## config.mk

```make
export PLATFORM = sky130hd
export DESIGN_NAME = adc_conv_seq
export DESIGN_NICKNAME = d
export VERILOG_FILES = /design/src/hdl/adc_seq_pkg.sv /design/src/hdl/conv_clk_div.sv /design/src/hdl/adc_conv_seq.sv
export SDC_FILE = /design/constraint.sdc
export NUM_CORES = 1
export LEC_CHECK = 0
export BUFFER_PORTS_ARGS = -buffer_cell sky130_fd_sc_hd__buf_4
export CORE_ASPECT_RATIO = 1.1
export CORE_UTILIZATION = 36
export CTS_CLUSTER_SIZE = 28
export DETAILED_ROUTE_END_ITERATION = 12
export SETUP_SLACK_MARGIN = 0.2
export SLEW_MARGIN = 10
export SYNTH_ARGS = -nofsm -noshare
export SYNTH_HDL_FRONTEND = slang
export SYNTH_HIERARCHICAL = 1
export SYNTH_SLANG_ARGS = --single-unit
```

## constraint.sdc

```tcl
create_clock -name CLK -period 2.5 [get_ports CLK]
set_input_delay 0.125 -clock CLK [delete_from_list [all_inputs] [get_ports CLK]]
set_output_delay 0.125 -clock CLK [all_outputs]
set_load 0.005 [all_outputs]
```

## src/hdl/adc_seq_pkg.sv

```systemverilog
// package: register map, field layout, reset values and phase codes of the conversion sequencer
package adc_seq_pkg;
  // register byte offsets on the ahb-lite bus
  localparam logic [7:0] CTRL_OFS = 8'h00;
  localparam logic [7:0] STATUS_OFS = 8'h04;
  localparam logic [7:0] RESULT_OFS = 8'h08;
  localparam logic [7:0] COUNT_OFS = 8'h0c;
  // control register fields
  localparam int DIV_LSB = 0;
  localparam int DIV_W = 8;
  localparam int SAMP_LSB = 8;
  localparam int SAMP_W = 8;
  localparam int PCAL_BIT = 16;
  localparam int RES_LSB = 17;
  localparam int RES_W = 2;
  // control reset values
  localparam logic [7:0] DIV_RST = 8'h01;
  localparam logic [7:0] SAMP_RST = 8'h03;
  localparam logic PCAL_RST = 1'b1;
  localparam logic [1:0] RES_RST = 2'h1;
  // resolution codes and bit counts
  localparam logic [1:0] RES_8 = 2'h0;
  localparam logic [1:0] RES_10 = 2'h1;
  localparam logic [1:0] RES_12 = 2'h2;
  localparam int MAX_BITS = 12;
  // timing counts in converter clock periods; the divider multiplier is in system clocks
  localparam int CAL_CYCLES = 3840;
  localparam int SAMP_BASE = 2;
  localparam int PCAL_CYCLES = 2;
  localparam int DIV_MULT = 4;
  // ahb transfer type
  localparam logic [1:0] HTRANS_NONSEQ = 2'h2;

  typedef enum logic [2:0] {
    PH_IDLE = 3'b000,
    PH_READ = 3'b001,
    PH_SAMP = 3'b010,
    PH_DIST = 3'b011,
    PH_PCAL = 3'b100,
    PH_WRITE = 3'b101
  } phase_t;

  // software settings that steer the sequence
  typedef struct packed {
    logic [1:0] res;
    logic pcal_en;
    logic [7:0] samp;
    logic [7:0] div;
  } ctrl_t;
endpackage

```

## src/hdl/conv_clk_div.sv

```systemverilog
// converter clock divider: one-cycle enable every 4*(1+setting) system clocks
`timescale 1ns/1ps
`default_nettype none
module conv_clk_div #(
  parameter int DIV_W = 8
) (
  // clock and reset
  input wire logic clk,
  input wire logic rst_n,
  // divider setting and tick out
  input wire logic [DIV_W-1:0] div_set,
  output logic tick
);
  localparam int CNT_W = DIV_W + 3;
  logic [CNT_W-1:0] cnt_q;
  logic [CNT_W-1:0] reload;

  // reload value is period minus one; a new setting takes effect at the next wrap
  assign reload = CNT_W'(adc_seq_pkg::DIV_MULT * (int'(div_set) + 1) - 1);
  assign tick = (cnt_q == '0);

  always_ff @(posedge clk) begin
    if (!rst_n) begin
      cnt_q <= '0;
    end else if (tick) begin
      cnt_q <= reload;
    end else begin
      cnt_q <= cnt_q - CNT_W'(1);
    end
  end
endmodule
`default_nettype wire

```

## src/hdl/adc_conv_seq.sv

```systemverilog
// conversion sequencer: ahb-lite registers, calibration timer and phase machine
//
// Our own choices: the placing of the registers and the AHB-Lite register port.
`timescale 1ns/1ps
`default_nettype none
module adc_conv_seq #(
  parameter int RES_MAX = adc_seq_pkg::MAX_BITS
) (
  // clock and reset
  input wire logic CLK,
  input wire logic RST_N,
  // ahb-lite slave
  input wire logic HSEL,
  input wire logic [31:0] HADDR,
  input wire logic [1:0] HTRANS,
  input wire logic HWRITE,
  input wire logic [2:0] HSIZE,
  input wire logic [31:0] HWDATA,
  input wire logic HREADY,
  output logic [31:0] HRDATA,
  output logic HREADYOUT,
  output logic HRESP,
  // fabric controller
  input wire logic CONV_START,
  output logic CONV_DONE,
  output logic [RES_MAX-1:0] CONV_RESULT,
  output logic CAL_BUSY,
  // analog converter
  input wire logic COMP_IN,
  output logic SAMPLE_HOLD,
  output logic [RES_MAX-1:0] DAC_CODE
);
  adc_seq_pkg::ctrl_t ctrl_q;
  adc_seq_pkg::phase_t st_q;
  adc_seq_pkg::phase_t st_d;
  logic tick;
  logic [1:0] comp_sync_q;
  logic comp_s;
  logic [11:0] cal_cnt_q;
  logic [8:0] cnt_q;
  logic [3:0] idx_q;
  logic [RES_MAX-1:0] sar_q;
  logic [RES_MAX-1:0] result_q;
  logic done_q;
  logic [15:0] done_cnt_q;
  logic [8:0] samp_len;
  logic [3:0] nbits;
  logic cnt_last;

  // ahb address phase capture
  logic wr_pend_q;
  logic [7:0] wr_addr_q;
  logic [31:0] rdata_q;
  wire addr_ok = HSEL && HREADY && (HTRANS == adc_seq_pkg::HTRANS_NONSEQ);
  wire rd_take = addr_ok && !HWRITE;
  wire wr_take = addr_ok && HWRITE;
  wire [7:0] a_ofs = HADDR[7:0];
  wire hit_ctrl = (a_ofs == adc_seq_pkg::CTRL_OFS);
  wire hit_stat = (a_ofs == adc_seq_pkg::STATUS_OFS);
  wire hit_res = (a_ofs == adc_seq_pkg::RESULT_OFS);
  wire hit_cnt = (a_ofs == adc_seq_pkg::COUNT_OFS);
  wire wr_ctrl = wr_pend_q && (wr_addr_q == adc_seq_pkg::CTRL_OFS);
  wire [31:0] ctrl_word = {13'h0000, ctrl_q};
  wire [31:0] stat_word = {27'h0000000, st_q, CAL_BUSY, (st_q != adc_seq_pkg::PH_IDLE)};
  wire [31:0] res_word = {{(32-RES_MAX){1'b0}}, result_q};
  wire [31:0] cnt_word = {16'h0000, done_cnt_q};
  logic [31:0] rd_mux;

  // read decode, unmapped offsets read zero
  always_comb begin
    if (hit_ctrl) begin
      rd_mux = ctrl_word;
    end else if (hit_stat) begin
      rd_mux = stat_word;
    end else if (hit_res) begin
      rd_mux = res_word;
    end else if (hit_cnt) begin
      rd_mux = cnt_word;
    end else begin
      rd_mux = 32'h00000000;
    end
  end

  // zero wait states: every transfer completes OKAY in its first data cycle
  assign HREADYOUT = 1'b1;
  assign HRESP = 1'b0;
  assign HRDATA = rdata_q;

  always_ff @(posedge CLK) begin
    if (!RST_N) begin
      wr_pend_q <= 1'b0;
      wr_addr_q <= 8'h00;
      rdata_q <= 32'h00000000;
    end else begin
      wr_pend_q <= wr_take;
      wr_addr_q <= a_ofs;
      rdata_q <= rd_take ? rd_mux : 32'h00000000;
    end
  end

  // control register; a change mid-conversion applies to the remaining phases
  always_ff @(posedge CLK) begin
    if (!RST_N) begin
      ctrl_q <= '{res: adc_seq_pkg::RES_RST, pcal_en: adc_seq_pkg::PCAL_RST,
                  samp: adc_seq_pkg::SAMP_RST, div: adc_seq_pkg::DIV_RST};
    end else if (wr_ctrl) begin
      ctrl_q <= HWDATA[18:0];
    end
  end

  // converter clock enable
  conv_clk_div #(.DIV_W(adc_seq_pkg::DIV_W)) u_div (
    .clk(CLK),
    .rst_n(RST_N),
    .div_set(ctrl_q.div),
    .tick(tick)
  );

  // comparator comes from the analog side, so it is synchronised first
  always_ff @(posedge CLK) begin
    if (!RST_N) begin
      comp_sync_q <= 2'b00;
    end else begin
      comp_sync_q <= {comp_sync_q[0], COMP_IN};
    end
  end
  assign comp_s = comp_sync_q[1];

  // power-up calibration counts converter clocks only, so starts cannot stretch it
  always_ff @(posedge CLK) begin
    if (!RST_N) begin
      cal_cnt_q <= 12'h000;
    end else if (CAL_BUSY && tick) begin
      cal_cnt_q <= cal_cnt_q + 12'h001;
    end
  end
  assign CAL_BUSY = (cal_cnt_q != 12'(adc_seq_pkg::CAL_CYCLES));

  // phase lengths
  assign samp_len = 9'(adc_seq_pkg::SAMP_BASE) + {1'b0, ctrl_q.samp};
  assign nbits = (ctrl_q.res == adc_seq_pkg::RES_8) ? 4'h8 :
                 (ctrl_q.res == adc_seq_pkg::RES_12) ? 4'hc : 4'ha;
  assign cnt_last = tick && (cnt_q == samp_len - 9'h001);

  // phase machine; a start in any phase wins over the normal step
  always_comb begin
    st_d = st_q;
    case (st_q)
      adc_seq_pkg::PH_IDLE: st_d = adc_seq_pkg::PH_IDLE;
      adc_seq_pkg::PH_READ: st_d = adc_seq_pkg::PH_SAMP;
      adc_seq_pkg::PH_SAMP: begin
        if (cnt_last) st_d = adc_seq_pkg::PH_DIST;
      end
      adc_seq_pkg::PH_DIST: begin
        if (tick && idx_q == 4'h0) begin
          st_d = ctrl_q.pcal_en ? adc_seq_pkg::PH_PCAL : adc_seq_pkg::PH_WRITE;
        end
      end
      adc_seq_pkg::PH_PCAL: begin
        if (tick && cnt_q == 9'(adc_seq_pkg::PCAL_CYCLES - 1)) st_d = adc_seq_pkg::PH_WRITE;
      end
      adc_seq_pkg::PH_WRITE: st_d = adc_seq_pkg::PH_IDLE;
      default: st_d = adc_seq_pkg::PH_IDLE;
    endcase
    if (CONV_START) st_d = adc_seq_pkg::PH_READ;
  end

  always_ff @(posedge CLK) begin
    if (!RST_N) begin
      st_q <= adc_seq_pkg::PH_IDLE;
    end else begin
      st_q <= st_d;
    end
  end

  // phase counter clears on every phase change
  always_ff @(posedge CLK) begin
    if (!RST_N) begin
      cnt_q <= 9'h000;
    end else if (st_d != st_q || CONV_START) begin
      cnt_q <= 9'h000;
    end else if (tick) begin
      cnt_q <= cnt_q + 9'h001;
    end
  end

  // successive approximation, msb first, one bit per converter clock
  always_ff @(posedge CLK) begin
    if (!RST_N) begin
      sar_q <= '0;
      idx_q <= 4'h0;
    end else if (st_d == adc_seq_pkg::PH_DIST && st_q != adc_seq_pkg::PH_DIST) begin
      sar_q <= '0;
      idx_q <= nbits - 4'h1;
    end else if (st_q == adc_seq_pkg::PH_DIST && tick) begin
      sar_q[idx_q] <= comp_s;
      idx_q <= (idx_q == 4'h0) ? 4'h0 : idx_q - 4'h1;
    end
  end

  // trial code and hold control toward the analog core
  always_ff @(posedge CLK) begin
    if (!RST_N) begin
      DAC_CODE <= '0;
      SAMPLE_HOLD <= 1'b0;
    end else begin
      DAC_CODE <= (st_q == adc_seq_pkg::PH_DIST) ? (sar_q | (RES_MAX'(1) << idx_q)) : sar_q;
      SAMPLE_HOLD <= (st_d == adc_seq_pkg::PH_SAMP);
    end
  end

  // result and done leave only from the write phase; an abandoned one gives nothing
  always_ff @(posedge CLK) begin
    if (!RST_N) begin
      done_q <= 1'b0;
      result_q <= '0;
      done_cnt_q <= 16'h0000;
    end else begin
      done_q <= (st_q == adc_seq_pkg::PH_WRITE) && !CONV_START;
      if (st_q == adc_seq_pkg::PH_WRITE && !CONV_START) begin
        result_q <= sar_q;
        done_cnt_q <= done_cnt_q + 16'h0001;
      end
    end
  end
  assign CONV_DONE = done_q;
  assign CONV_RESULT = result_q;

  // helper: system clocks since the previous converter tick, and the divider it reloaded with;
  // a divider write only shapes the period after the next wrap, so the check uses that copy
  logic [11:0] gap_q;
  logic seen_q;
  logic [adc_seq_pkg::DIV_W-1:0] div_tick_q;
  always_ff @(posedge CLK) begin
    if (!RST_N) begin
      gap_q <= 12'h000;
      seen_q <= 1'b0;
      div_tick_q <= adc_seq_pkg::DIV_RST;
    end else begin
      gap_q <= tick ? 12'h001 : gap_q + 12'h001;
      seen_q <= seen_q | tick;
      div_tick_q <= tick ? ctrl_q.div : div_tick_q;
    end
  end
endmodule
`default_nettype wire

```

==> flow_metrics.tcl <==
set metrics [dict create \
    worst_pin_slew_ns 0.684 \
    power_density_nw_per_um2 665 \
    grt_usage_pct 18.3 \
    placementRows 52 \
    maxSlewHeadroom_pct 54.4 \
    hold_viol_final 0 \
    min_period_ns 2.24 \
    reg2regPathDepth 10 \
    cts.sinks 142 \
    yosys_warnings 6 \
    die-area_um2 19800 \
    synth_top_area_cell "dfxtp_1" \
    clkTransAtPathRegs_ns 0.06 \
    drt-initial-drc-count 218 \
    gp_congestion 0.852 \
    ir_worst_vdd_mv 0.471 \
    drt-total-wl_mm 17.4 \
    area_delta_synth_final_pct 26.4 \
    nNetsFinal 980 \
    cap_viol_max_count 0 \
    startpoint_type "register" \
    postSynth.asyncResetShare_pct 0 \
    vias 5640 \
    required_ns 2.82 \
    cpMaxStageDelayCell "o41ai_4" \
    synthFlopType "dfxtp_1" \
    cp_cell_sequence "inv_2 -> ha_4 -> nor2b_4 -> nand4_1 -> inv_2 -> nor4bb_1 -> a32o_2 -> o41ai_4 -> nor2_2 -> o31a_1" \
    cp_max_fo 7 \
    hold_depth 3 \
    ys_types 71 \
    rsz0062_at_grt "yes" \
    cts_buffers 17 \
    finalSetupTns_ns 0 \
    initial_core_util_pct 37.3 \
    first_pass_iters 4 \
    period_share_pct 89.7 \
    cpPeakStageDelay_ns 0.40 \
    end_kind "register" \
    p_leak_nw 3.52 \
    clock_skew_ns 0.00948 \
    core_area_um2 18600 \
    path_delay_family "compound AO/OA/AOI/OAI gates" \
    slew_violations 0 \
    r2r_slack_ns 0.26 \
    detail_route.wl_per_cell_um 15.2 \
    dieHeight_um 148 \
    worst_path_most_repeated_cell "inv_2" \
    portBuffers 81 \
    arrival_ns 2.56 \
    status "complete, no violations" \
    drcViolationCount 0 \
    cts_root_buf "clkbuf_16" \
    stdcell_area_um2 8770 \
    setup_viol 0 \
    seq_area_frac_synth_pct 41.0 \
    antenna_found_initial 0 \
    clock_path_buffers 2 \
    drive_above_1_share_pct 20.8 \
    cts_tree "yes" \
    overflow 0 \
    h-tree-depth 4 \
    cp.depth 10 \
    grt_pass1_wl_mm 28.4 \
    place_area_um2 7850 \
    path_class "register to register" \
    avgSynthCellArea_um2 8.90 \
    grt_pass1_vias 5420 \
    grt_max_degree 75 \
    synth-seq-cells 142 \
    synth_edf_count 0 \
    synth_top_area_share_pct 41.0 \
    hold_path.class "input pin to register" \
    n_antenna_cell 0 \
    fp.dieW_um 134 \
    layout_common_cells "137 x dfxtp_1, 106 x buf_4, 85 x nand2_1" \
    netlist_area_um2 6940 \
    layout_commonest_cell "dfxtp_1" \
    max_freq_mhz 446 \
    ant_nets 0 \
    dp_hpwl_mm 12.1 \
    cp_num_buf_inv 2 \
    via_per_inst 4.92 \
    place_ws_ns 0.251 \
    worstSkewPairLatency_ns 0.43 \
    finalPower_mw 5.83 \
    fin_ws_ns 0.257 \
    syn-instance-count 780 \
    synth_area_leaders "dfxtp_1 41%, mux2i_1 5.5%, nand2_1 4.7%" \
    io_pins 137 \
]
worst register-to-register path, cell delays in order (launching register included):
cell and delay, ns:
dfxtp_1 0.33, inv_2 0.05, ha_4 0.16, nor2b_4 0.13
nand4_1 0.11, inv_2 0.10, nor4bb_1 0.14, a32o_2 0.33
o41ai_4 0.40, nor2_2 0.13, o31a_1 0.25
layout make-up:
| cell class | count | area, um^2 |
|---|---|---|
| inverter | 13 | 48.8 |
| clock inverter | 10 | 91.3 |
| clock buffer | 20 | 467 |
| fill | 1812 | 9840 |
| tap | 243 | 304 |
| multi-input combinational | 581 | 3880 |
| sequential | 142 | 2850 |
| timing repair buffer | 138 | 1130 |
final timing paths:
check | start | endpoint
setup / recovery | u_div/cnt_q[1]$_SDFF_PN0_ | idx_q[0]$_SDFFE_PN0P_
hold / removal | CONV_START | st_q[2]$_SDFF_PN0_
setup reg to reg | u_div/cnt_q[1]$_SDFF_PN0_ | idx_q[0]$_SDFFE_PN0P_
hold reg to reg | comp_sync_q[0]$_SDFF_PN0_ | comp_sync_q[1]$_SDFF_PN0_
Yosys cell counts (16+ instances only):
cell and n:
o21ai_0 18, buf_4 17, a21oi_1 16, nand2_1 86
nor2_1 74, mux2i_1 38, a21boi_0 20, clkbuf_1 25
nor2b_1 25, and2_1 39, xor2_1 21, nand3_1 26
dfxtp_1 142, xnor2_1 33
where the power goes:
group | internal [mW] | switching, mW | leakage, nW
Clock | 1.43 | 0.977 | 0.262
Combinational | 0.481 | 0.462 | 2.11
Sequential | 2.36 | 0.118 | 1.15
Total | 4.27 | 1.56 | 3.52
cell families after synthesis:
family / count (synthesis) / synth area share, %
other: 2 / 0.108
flip-flops: 142 / 41.0
multiplexers: 43 / 7.10
adder cells (fa/ha/maj): 11 / 1.98
AND/OR/NAND/NOR: 347 / 26.2
XOR/XNOR: 54 / 6.82
AO/OA/AOI/OAI: 111 / 11.8
buffers and inverters: 70 / 4.99
repair_timing:
item                       4_1_cts  5_1_grt
hold buffers                    29        0
buffers inserted                 0        3
setup endpoints to repair        0       27
gates resized for setup          0       12
hold endpoints to repair        27        0
metrics by stage:
step	cells	util (%)	hold WS [ns]
floorplan	793	-	0.247
global placement	1084	42.2	0.336
detailed placement	1084	42.2	0.338
CTS	1143	46.7	0.0337
global route	1147	47.1	0.0555
finish	1147	47.1	0.0388
registers in the layout, indices dropped and copies added (netlist names):
register,flops
done_cnt_q,16
CONV_DONE,1
idx_q,4
DAC_CODE,12
ctrl_q,19
u_div/cnt_q,11
HRDATA,19
wr_pend_q,1
cnt_q,9
cal_cnt_q,12
st_q,3
SAMPLE_HOLD,1
wr_addr_q,8
comp_sync_q,2
sar_q,12
CONV_RESULT,12
metal layers:
layer	vias up	wire length (um)	GRT usage (%)
li1	2876	-	-
met1	2654	8470	24.2
met2	91	8100	29.7
met3	19	592	4.01
met4	0	238	5.79
met5	-	0	0
(Power assumes the default switching activity.)
